--- src/addr_map_pkg.sv ---
package addr_map_pkg;
    localparam int PROG_WORDS_SMALL = 2048;
    localparam int PROG_WORDS_LARGE = 4096;
    localparam int PC_W_SMALL = 11;
    localparam int PC_W_LARGE = 12;
    localparam int PROG_DATA_W = 16;
    localparam int DADDR_W = 16;
    localparam logic [15:0] WREG_BASE = 16'h0000;
    localparam logic [15:0] WREG_LAST = 16'h001F;
    localparam logic [15:0] IO_BASE = 16'h0020;
    localparam logic [15:0] IO_LAST = 16'h005F;
    localparam logic [15:0] EXT_BASE = 16'h0060;
    localparam logic [15:0] EXT_LAST = 16'h00FF;
    localparam logic [15:0] SRAM_BASE = 16'h0100;
    localparam logic [15:0] SRAM_LAST_SMALL = 16'h01FF;
    localparam logic [15:0] SRAM_LAST_LARGE = 16'h02FF;
    localparam logic [5:0] IO_SHORT_LAST = 6'h3F;
    localparam logic [5:0] IO_BIT_LAST = 6'h1F;
    localparam logic [5:0] DISP_MAX = 6'h3F;
    localparam logic [4:0] PTR_X_LO = 5'h1A;
    localparam logic [4:0] PTR_Y_LO = 5'h1C;
    localparam logic [4:0] PTR_Z_LO = 5'h1E;
    localparam logic [5:0] SCRATCH0_IO = 6'h15;
    localparam logic [5:0] SCRATCH1_IO = 6'h16;
    localparam logic [5:0] SCRATCH2_IO = 6'h17;
    localparam int SRAM_CYCLES = 2;

    typedef enum logic [2:0] {
        OP_NONE = 3'b000,
        OP_DIRECT = 3'b001,
        OP_POINTER = 3'b010,
        OP_DISPLACED = 3'b011,
        OP_PRE_DEC = 3'b100,
        OP_POST_INC = 3'b101,
        OP_IO = 3'b110,
        OP_IO_BIT = 3'b111
    } addr_mode_t;

    typedef enum logic [1:0] {
        PTR_X = 2'b00,
        PTR_Y = 2'b01,
        PTR_Z = 2'b10
    } ptr_sel_t;

    typedef enum logic [1:0] {
        BIT_SET = 2'b00,
        BIT_CLEAR = 2'b01,
        BIT_TEST = 2'b10
    } bit_op_t;

    typedef enum logic [1:0] {
        ACC_IDLE = 2'b00,
        ACC_SRAM2 = 2'b01,
        ACC_DONE = 2'b10
    } acc_state_t;
endpackage : addr_map_pkg

--- src/prog_mem_port.sv ---
`timescale 1ns/1ps
`default_nettype none
module prog_mem_port #(
    parameter bit LARGE = 1'b0,
    parameter int PC_W = 11
) (
    input wire logic clk,
    input wire logic rst_b,
    input wire logic fetch_req,
    input wire logic [PC_W-1:0] fetch_addr,
    input wire logic const_req,
    input wire logic [PC_W:0] const_byte_addr,
    input wire logic [15:0] prog_rdata,
    output logic [PC_W-1:0] prog_addr,
    output logic [15:0] instr_word,
    output logic [7:0] const_byte,
    output logic prog_valid
);
    import addr_map_pkg::*;

    // Constant byte loads take priority over fetch for the memory port
    wire logic const_sel = const_req;
    wire logic [PC_W-1:0] const_word = const_byte_addr[PC_W:1];
    assign prog_addr = const_sel ? const_word : fetch_addr;
    wire logic fetch_sel = fetch_req && !const_sel;
    wire logic [7:0] byte_pick = const_byte_addr[0] ? prog_rdata[15:8] : prog_rdata[7:0];

    // Word captured at the taking edge, while its address still stands
    always_ff @(posedge clk or negedge rst_b) begin
        if (!rst_b) begin
            instr_word <= 16'h0000;
            const_byte <= 8'h00;
            prog_valid <= 1'b0;
        end else begin
            prog_valid <= const_sel | fetch_sel;
            if (fetch_sel) begin
                instr_word <= prog_rdata;
            end
            if (const_sel) begin
                const_byte <= byte_pick;
            end
        end
    end
endmodule : prog_mem_port
`default_nettype wire

--- src/data_space_decoder.sv ---
`timescale 1ns/1ps
`default_nettype none
module data_space_decoder #(
    parameter bit LARGE = 1'b0,
    parameter int PC_W = 11
) (
    input wire logic clk,
    input wire logic rst_b,
    // Request from the load/store unit
    input wire logic req,
    input wire logic wr,
    input wire addr_map_pkg::addr_mode_t mode,
    input wire addr_map_pkg::ptr_sel_t ptr_sel,
    input wire logic [15:0] direct_addr,
    input wire logic [5:0] disp,
    input wire logic [5:0] io_addr,
    input wire addr_map_pkg::bit_op_t bit_op,
    input wire logic [2:0] bit_idx,
    input wire logic [7:0] wdata,
    output logic busy,
    output logic done,
    output logic [7:0] rdata,
    output logic bit_result,
    output logic refused,
    output logic [15:0] eff_addr,
    // Working register file port
    output logic [4:0] wreg_addr,
    output logic wreg_we,
    output logic [7:0] wreg_wdata,
    input wire logic [7:0] wreg_rdata,
    // Pointer pairs as held in registers 26 through 31
    input wire logic [15:0] ptr_x,
    input wire logic [15:0] ptr_y,
    input wire logic [15:0] ptr_z,
    output logic ptr_we,
    output logic [4:0] ptr_lo_idx,
    output logic [15:0] ptr_wdata,
    // Peripheral I/O port (standard and extended)
    output logic [7:0] io_data_addr,
    output logic io_re,
    output logic io_we,
    output logic [7:0] io_wdata,
    input wire logic [7:0] io_rdata,
    // SRAM port
    output logic [9:0] sram_addr,
    output logic sram_en,
    output logic sram_we,
    output logic [7:0] sram_wdata,
    input wire logic [7:0] sram_rdata,
    // Program memory
    input wire logic fetch_req,
    input wire logic [PC_W-1:0] fetch_addr,
    input wire logic const_req,
    input wire logic [PC_W:0] const_byte_addr,
    input wire logic [15:0] prog_rdata,
    output logic [PC_W-1:0] prog_addr,
    output logic [15:0] instr_word,
    output logic [7:0] const_byte,
    output logic prog_valid
);
    import addr_map_pkg::*;

    // =========================================================
    // Variant limits
    // =========================================================
    localparam logic [15:0] SRAM_LAST = LARGE ? SRAM_LAST_LARGE : SRAM_LAST_SMALL;

    // =========================================================
    // Effective address
    // =========================================================
    wire logic [15:0] ptr_val = (ptr_sel == PTR_X) ? ptr_x :
                                (ptr_sel == PTR_Y) ? ptr_y : ptr_z;
    wire logic disp_ptr_ok = (ptr_sel == PTR_Y) || (ptr_sel == PTR_Z);
    wire logic [15:0] disp_ext = {10'h000, disp & DISP_MAX};
    wire logic [15:0] ptr_dec = ptr_val - 16'h0001;
    wire logic [15:0] ptr_inc = ptr_val + 16'h0001;
    wire logic [15:0] io_long = {10'h000, io_addr} + IO_BASE;
    wire logic is_io = (mode == OP_IO) || (mode == OP_IO_BIT);
    wire logic bit_ok = (io_addr <= IO_BIT_LAST);
    wire logic short_ok = (io_addr <= IO_SHORT_LAST);
    logic [15:0] ea;

    always_comb begin
        case (mode)
            OP_DIRECT: ea = direct_addr;
            OP_POINTER: ea = ptr_val;
            OP_DISPLACED: ea = ptr_val + disp_ext;
            OP_PRE_DEC: ea = ptr_dec;
            OP_POST_INC: ea = ptr_val;
            OP_IO: ea = io_long;
            OP_IO_BIT: ea = io_long;
            default: ea = 16'h0000;
        endcase
    end

    // =========================================================
    // Request checks
    // =========================================================
    wire logic bad_none = (mode == OP_NONE);
    wire logic bad_disp = (mode == OP_DISPLACED) && !disp_ptr_ok;
    wire logic bad_bit = (mode == OP_IO_BIT) && !bit_ok;
    wire logic bad_short = is_io && !short_ok;
    wire logic bad_req = bad_none || bad_disp || bad_bit || bad_short;

    // =========================================================
    // Region decode, same for every mode
    // =========================================================
    wire logic hit_wreg = (ea <= WREG_LAST);
    wire logic hit_io = (ea >= IO_BASE) && (ea <= IO_LAST);
    wire logic hit_ext = (ea >= EXT_BASE) && (ea <= EXT_LAST);
    wire logic hit_sram = (ea >= SRAM_BASE) && (ea <= SRAM_LAST);
    wire logic hit_none = !(hit_wreg || hit_io || hit_ext || hit_sram);
    wire logic [15:0] sram_off = ea - SRAM_BASE;

    // Scratch registers addressed by their data-space location
    wire logic [15:0] scr0_a = {10'h000, SCRATCH0_IO} + IO_BASE;
    wire logic [15:0] scr1_a = {10'h000, SCRATCH1_IO} + IO_BASE;
    wire logic [15:0] scr2_a = {10'h000, SCRATCH2_IO} + IO_BASE;
    wire logic [1:0] scr_idx = (ea == scr0_a) ? 2'd0 : (ea == scr1_a) ? 2'd1 : 2'd2;
    wire logic hit_scr = (ea == scr0_a) || (ea == scr1_a) || (ea == scr2_a);

    // =========================================================
    // Access sequencing
    // =========================================================
    acc_state_t state_r;
    acc_state_t state_nxt;
    logic [15:0] ea_r;
    logic wr_r;
    logic [7:0] wdata_r;
    logic [7:0] scratch_r [0:2];
    wire logic accept = req && (state_r == ACC_IDLE) && !bad_req;
    wire logic is_bit = (mode == OP_IO_BIT);

    always_comb begin
        case (state_r)
            ACC_IDLE: state_nxt = (accept && hit_sram) ? ACC_SRAM2 : ACC_IDLE;
            ACC_SRAM2: state_nxt = ACC_IDLE;
            default: state_nxt = ACC_IDLE;
        endcase
    end

    // =========================================================
    // Read data for the single-cycle regions
    // =========================================================
    logic [7:0] fast_rd;
    always_comb begin
        if (hit_wreg) begin
            fast_rd = wreg_rdata;
        end else if (hit_scr) begin
            fast_rd = scratch_r[scr_idx];
        end else if (hit_io || hit_ext) begin
            fast_rd = io_rdata;
        end else begin
            fast_rd = 8'h00;
        end
    end

    // =========================================================
    // Bit set and clear read-modify-write the addressed byte; bit test only reads it
    // =========================================================
    wire logic [7:0] bit_mask = 8'h01 << bit_idx;
    wire logic [7:0] bit_new = (bit_op == BIT_SET) ? (fast_rd | bit_mask) :
                               (fast_rd & ~bit_mask);
    wire logic bit_wr = is_bit && (bit_op != BIT_TEST);
    wire logic eff_wr = bit_wr || (!is_bit && wr);
    wire logic [7:0] eff_wdata = is_bit ? bit_new : wdata;
    wire logic fast_wr = accept && eff_wr && !hit_sram && !hit_none;

    // =========================================================
    // Register file, peripheral and SRAM ports
    // =========================================================
    // Bit operations read the byte they rewrite
    wire logic io_rd_need = !eff_wr || is_bit;
    wire logic hit_periph = (hit_io || hit_ext) && !hit_scr;
    assign wreg_addr = ea[4:0];
    assign wreg_we = fast_wr && hit_wreg;
    assign wreg_wdata = eff_wdata;
    assign io_data_addr = ea[7:0];
    assign io_re = accept && io_rd_need && hit_periph;
    assign io_we = fast_wr && hit_periph;
    assign io_wdata = eff_wdata;
    assign sram_addr = (state_r == ACC_SRAM2) ? ea_r[9:0] - SRAM_BASE[9:0] : sram_off[9:0];
    assign sram_en = (accept && hit_sram) || (state_r == ACC_SRAM2);
    assign sram_we = (state_r == ACC_SRAM2) && wr_r;
    assign sram_wdata = wdata_r;
    assign busy = (state_r == ACC_SRAM2);

    // =========================================================
    // Pointer write-back into registers 26..31
    // =========================================================
    wire logic ptr_upd = accept && ((mode == OP_PRE_DEC) || (mode == OP_POST_INC));
    assign ptr_we = ptr_upd;
    assign ptr_lo_idx = (ptr_sel == PTR_X) ? PTR_X_LO :
                        (ptr_sel == PTR_Y) ? PTR_Y_LO : PTR_Z_LO;
    assign ptr_wdata = (mode == OP_PRE_DEC) ? ptr_dec : ptr_inc;

    // =========================================================
    // Sequencer and request capture
    // =========================================================
    always_ff @(posedge clk or negedge rst_b) begin
        if (!rst_b) begin
            state_r <= ACC_IDLE;
        end else begin
            state_r <= state_nxt;
        end
    end

    always_ff @(posedge clk or negedge rst_b) begin
        if (!rst_b) begin
            ea_r <= 16'h0000;
            wr_r <= 1'b0;
            wdata_r <= 8'h00;
        end else if (accept) begin
            ea_r <= ea;
            wr_r <= wr;
            wdata_r <= wdata;
        end
    end

    // =========================================================
    // Scratch registers, storage only
    // =========================================================
    genvar g;
    generate
        for (g = 0; g < 3; g++) begin : g_scratch
            wire logic scr_we = fast_wr && hit_scr && (scr_idx == 2'(g));
            always_ff @(posedge clk or negedge rst_b) begin
                if (!rst_b) begin
                    scratch_r[g] <= 8'h00;
                end else if (scr_we) begin
                    scratch_r[g] <= eff_wdata;
                end
            end
        end
    endgenerate

    // =========================================================
    // Answer registers
    // =========================================================
    wire logic fast_done = accept && !hit_sram;
    wire logic sram_done = (state_r == ACC_SRAM2);
    wire logic refuse_nxt = req && (state_r == ACC_IDLE) && bad_req;
    wire logic done_nxt = fast_done || sram_done;
    wire logic [7:0] sram_rd = wr_r ? 8'h00 : sram_rdata;
    wire logic [7:0] rdata_nxt = fast_done ? fast_rd :
                                 sram_done ? sram_rd : rdata;
    wire logic bit_nxt = fast_done ? fast_rd[bit_idx] :
                         sram_done ? 1'b0 : bit_result;
    wire logic [15:0] eff_addr_nxt = accept ? ea : eff_addr;

    always_ff @(posedge clk or negedge rst_b) begin
        if (!rst_b) begin
            done <= 1'b0;
            refused <= 1'b0;
        end else begin
            done <= done_nxt;
            refused <= refuse_nxt;
        end
    end

    always_ff @(posedge clk or negedge rst_b) begin
        if (!rst_b) begin
            rdata <= 8'h00;
            bit_result <= 1'b0;
            eff_addr <= 16'h0000;
        end else begin
            rdata <= rdata_nxt;
            bit_result <= bit_nxt;
            eff_addr <= eff_addr_nxt;
        end
    end

    // =========================================================
    // Program memory
    // =========================================================
    prog_mem_port #(
        .LARGE(LARGE),
        .PC_W(PC_W)
    ) u_prog (
        .clk(clk),
        .rst_b(rst_b),
        .fetch_req(fetch_req),
        .fetch_addr(fetch_addr),
        .const_req(const_req),
        .const_byte_addr(const_byte_addr),
        .prog_rdata(prog_rdata),
        .prog_addr(prog_addr),
        .instr_word(instr_word),
        .const_byte(const_byte),
        .prog_valid(prog_valid)
    );
endmodule : data_space_decoder
`default_nettype wire

--- config.mk ---
export PLATFORM = sky130hd
export DESIGN_NAME = data_space_decoder
export DESIGN_NICKNAME = d
export VERILOG_FILES = /design/src/addr_map_pkg.sv /design/src/prog_mem_port.sv /design/src/data_space_decoder.sv
export SDC_FILE = /design/constraint.sdc
export NUM_CORES = 1
export LEC_CHECK = 0
export BUFFER_PORTS_ARGS = -buffer_cell sky130_fd_sc_hd__buf_2
export CORE_UTILIZATION = 35
export CTS_BUF_LIST = sky130_fd_sc_hd__clkbuf_4 sky130_fd_sc_hd__clkbuf_8
export CTS_CLUSTER_DIAMETER = 30
export CTS_CLUSTER_SIZE = 25
export DETAILED_ROUTE_END_ITERATION = 8
export PLACE_DENSITY = 0.66
export RECOVER_POWER = 25
export SKIP_LAST_GASP = 1
export SLEW_MARGIN = 20
export SYNTH_ARGS = -nofsm -noshare
export SYNTH_HDL_FRONTEND = slang
export SYNTH_HIERARCHICAL = 1
export SYNTH_SLANG_ARGS = --single-unit
--- constraint.sdc ---
create_clock -name clk -period 12.8 [get_ports clk]
set_clock_uncertainty 0.1 [all_clocks]
set_input_delay 3.2 -clock clk [delete_from_list [all_inputs] [get_ports clk]]
set_output_delay 3.2 -clock clk [all_outputs]
set_load 0.1 [all_outputs]
==> results.md <==
* Crit Path Max Fanout at 6
* Final hold vios at 0
* Busiest grt layer: met2
* Worst-path clk slew at ~0.090 ns
* Period utilization at around nine tenths
* Clock tree sinks at 86
* Top cell type's share of synthesized area at about 30%
* CTS buffer count at 9
* Worst VDD drop at between 100 and 150 uV
* Synth Cell Area at 7250 um2
* WP data required at about 9.5 ns
* Post-CTS Setup Bufs at 0
* DP Area at between 8000 and 9000 um2
* Ports at roughly 300
* Top FF cell, synth: dfrtp_1
* DPL Wire Length at about 19 mm
* Yosys warning total at 6
* Post-Layout Cell Count at between 1000 and 1500
* Critical Path Sink Type: output port
* GR Util met3 at under 10%
* Gpl congestion at about 0.95
* Slew HR at -196%
* Pwr Total at ~1.2 mW
* Initial DRT Pass Iterations at 5
* Initial antenna violation count at 1
* Vias in the first global route at 6902
* Grt met1 use at a little under a third
* Violated checks: capacitance limit, slew limit
* Yosys reg bits at between 80 and 90
* P per Cell Area at 137 nW/um2
* Max-Cap Viols at 1
* Sequential power share at between 20% and 30%
* Largest family of logic cells by synthesized area: compound AO/OA/AOI/OAI gates
* Placed insts at 1299
* Net Switching at 0.700 mW
* Status: complete, but fails checks
* Post-CTS resize count at 0
* Initial DRC count at 521
* Die width at 146 um
* Proportion of synthesized area in mux cells at between 10% and 20%
* Wire per inst at ~19 um
* Seq/Total Area, Yosys at between 20 and 30%
* Leak at between 4 and 5 nW
* Core area at between 20000 and 25000 um2
* Number of enable flip-flop cells after synthesis at 0
* Pre-CTS WS at 1.22 ns
* CP max stage cell: a211oi_1
* Synth Area in Compound Gates at about a fifth
* CP Data Arrival Time at roughly 8.3 ns
* H-tree depth at 3
* Largest net degree at the start of global routing at 85
* Final ANT Viol Nets at 0
* Initial core utilization at around 36%
* Synth Area in XOR/XNOR at between 3 and 4%
* Leading area contributor after synthesis: dfrtp_1
* DRC viols at 0
* Post-synthesis simple-gate area fraction at ~17%
* Total grt overflow at 0
* P&R area growth vs syn at 23.2%
* Type of the worst setup path: in2out
* Cell Int Power at around 0.52 mW
* GR Layer Usage met2 at between 30% and 40%
* Worst path cell trace: buf_2 -> inv_1 -> ha_1 -> mux2_2 -> mux2i_4 -> inv_2 -> ha_1 -> a21o_1 -> a31oi_1 -> nand2_1 -> xor2_1 -> a211oi_1 -> nand3b_1 -> nor2_1 -> a22o_1 -> o21ai_0 -> o31ai_2 -> buf_2
* Routed WL at roughly 24 mm
* Synth async-reset ratio at between 90% and 100%
* Crit start category: input pin
* Clock network power share at 15.0%
* Hold/Removal Path Class: reg2reg
* Die height at ~150 um
* Mapped Cells at 791
* Combinational Power Share at between 50% and 60%
* # hold bufs at CTS at 0
* Vias per cell at approximately 5.5
* Adder-Cell Fraction of Synth Area at between 2 and 2.5%
* CTS Root Cell: clkbuf_8
* Worst-Margin Slew at 4.44 ns
* Die area at about 21000 um2
* ANT cells at 0
* Max clock buf depth at 2
* Synth cell types at 98
* Filler instances at approximately 2100
* Mapped Avg Cell Area at 9.16 um2
* Vias post-DR at 7232
* Layout Nets at 1215
* Final setup viols at 0
* RSZ-0062 raised after global routing: false
* Fin crit period at about 12 ns
* Synth cell count leaders: dfrtp_1 (86), nor2_1 (73), mux2_2 (66)
* Layout cell share with drive strength beyond 1 at between 40% and 50%
* Final Max Slew Viols at 85
* CTS tree: done
* Setup ws final at approximately 1.2 ns
* Design Area, Final at 8930 um2
* Area contributors post-synth: dfrtp_1 (30%), mux2_2 (10%), mux2i_1 (4.6%)
* Setup TNS at 0 ns
* First-pass GRT wire length at 38.3 mm
* Highest achievable clock rate at about 86 MHz
* I/O Buffers at slightly below 300
* Sw Share at between 50% and 60%
* Clk_lat worst skew at between 0.3 and 0.4 ns
* CP peak stage delay at 0.59 ns
* GRT Total Usage at 23.0%
* Row count at 52
* Most frequent cell after synthesis: dfrtp_1
==> cell usage in the layout, fill, tap and decap left out, types with 5 or more instances in the layout <==
| cell | netlist | final |
|---|---|---|
| clkbuf_8 | 0 | 10 |
| mux2_1 | 10 | 10 |
| mux2_4 | 11 | 11 |
| nor3_1 | 23 | 23 |
| o22ai_1 | 7 | 7 |
| xnor2_1 | 24 | 24 |
| o2111ai_1 | 5 | 5 |
| a21o_1 | 5 | 5 |
| ha_1 | 11 | 11 |
| mux2_2 | 66 | 66 |
| nor2b_1 | 5 | 5 |
| a211oi_1 | 8 | 8 |
| nor4_1 | 6 | 6 |
| a31oi_1 | 17 | 17 |
| or2_2 | 6 | 6 |
| a22oi_1 | 8 | 8 |
| nand2b_1 | 5 | 5 |
| a21oi_1 | 41 | 41 |
| inv_1 | 21 | 21 |
| xor2_1 | 7 | 7 |
| mux2i_1 | 33 | 33 |
| o21ai_1 | 6 | 6 |
| inv_2 | 6 | 6 |
| nand2_1 | 45 | 45 |
| nand4_1 | 9 | 9 |
| dfrtp_1 | 86 | 86 |
| buf_4 | 26 | 9 |
| o21ai_0 | 23 | 23 |
| and3_1 | 15 | 15 |
| nand3_1 | 19 | 19 |
| nor2_1 | 73 | 73 |
| o211ai_1 | 6 | 6 |
| or3_1 | 6 | 6 |
| and2_1 | 5 | 5 |
| o21a_1 | 12 | 12 |
| buf_2 | 12 | 295 |
==> final timing paths <==
| check | start | endpoint | slack (ns) | cells after the start |
|---|---|---|---|---|
| worst max register to register | state_r[0] | bit_result | 9.85 | 6 |
| max in group asynchronous | rst_b | rdata[5] | 5.58 | 2 |
| worst max-delay path | ptr_sel[1] | wreg_wdata[3] | 1.18 | 18 |
| worst min-delay path | scratch_r[7] | scratch_r[7] | 0.40 | 1 |
| min in group asynchronous | rst_b | u_prog/instr_word[8] | 2.51 | 1 |
| worst min register to register | scratch_r[7] | scratch_r[7] | 0.40 | 1 |
==> power groups by stage <==
stage	Clock, mW	Combinational, mW	Sequential [mW]
after detailed placement	0	0.719	0.324
final	0.183	0.720	0.320
after CTS	0.192	0.720	0.319
after floorplan	0	0.380	0.534
after global routing	0.200	0.748	0.324
after global placement	0	0.717	0.324
==> critical path, delay by kind of cell <==
family | cells | cell delay [ns]
buffers and inverters | 4 | 0.82
XOR/XNOR | 1 | 0.14
multiplexers | 2 | 0.63
adder cells (fa/ha/maj) | 2 | 0.71
AND/OR/NAND/NOR | 3 | 0.91
AO/OA/AOI/OAI | 6 | 1.90
==> cell families (layout without fill, tap and decap cells) <==
group / count (synthesis) / in the layout
mux: 124 / 124
flops: 86 / 86
buf+inv: 99 / 351
compound gates: 198 / 198
xor+xnor: 31 / 31
fa+ha+maj: 12 / 12
other cells: 2 / 3
simple gates: 239 / 239
==> layout make-up <==
cell class	instances	area, um2	area share, %
clock inverter	5	41.3	0.463
sequential	86	2150	24.1
tap	270	338	3.78
inverter	29	109	1.22
clock buffer	10	138	1.54
timing repair buffer	307	1560	17.4
multi-input combinational	607	4590	51.5
==> state kept, by name, summed over array words and instances, names as in the netlist <==
signal and flops:
bit_result 1, done 1, state_r 1, scratch_r 24, ea_r 16, wr_r 1, u_prog/const_byte 8, u_prog/instr_word 16
sram_wdata 8, u_prog/prog_valid 1, rdata 8, refused 1
==> routing by layer <==
metal | vias to the layer above | wire length (um)
li1 | 3398 | -
met1 | 3454 | 10500
met2 | 351 | 11600
met3 | 29 | 1810
met4 | 0 | 469
met5 | - | 0
==> metrics by stage <==
stage | hold slack (ns) | util, %
6_report | 0.398 | 44.0
5_1_grt | 0.409 | 44.0
4_1_cts | 0.402 | 44.0
3_5_place_dp | 0.381 | 43.1
3_3_place_gp | 0.371 | 43.1
2_1_floorplan | 0.359 | -
Power figures use the tool's default switching activity.
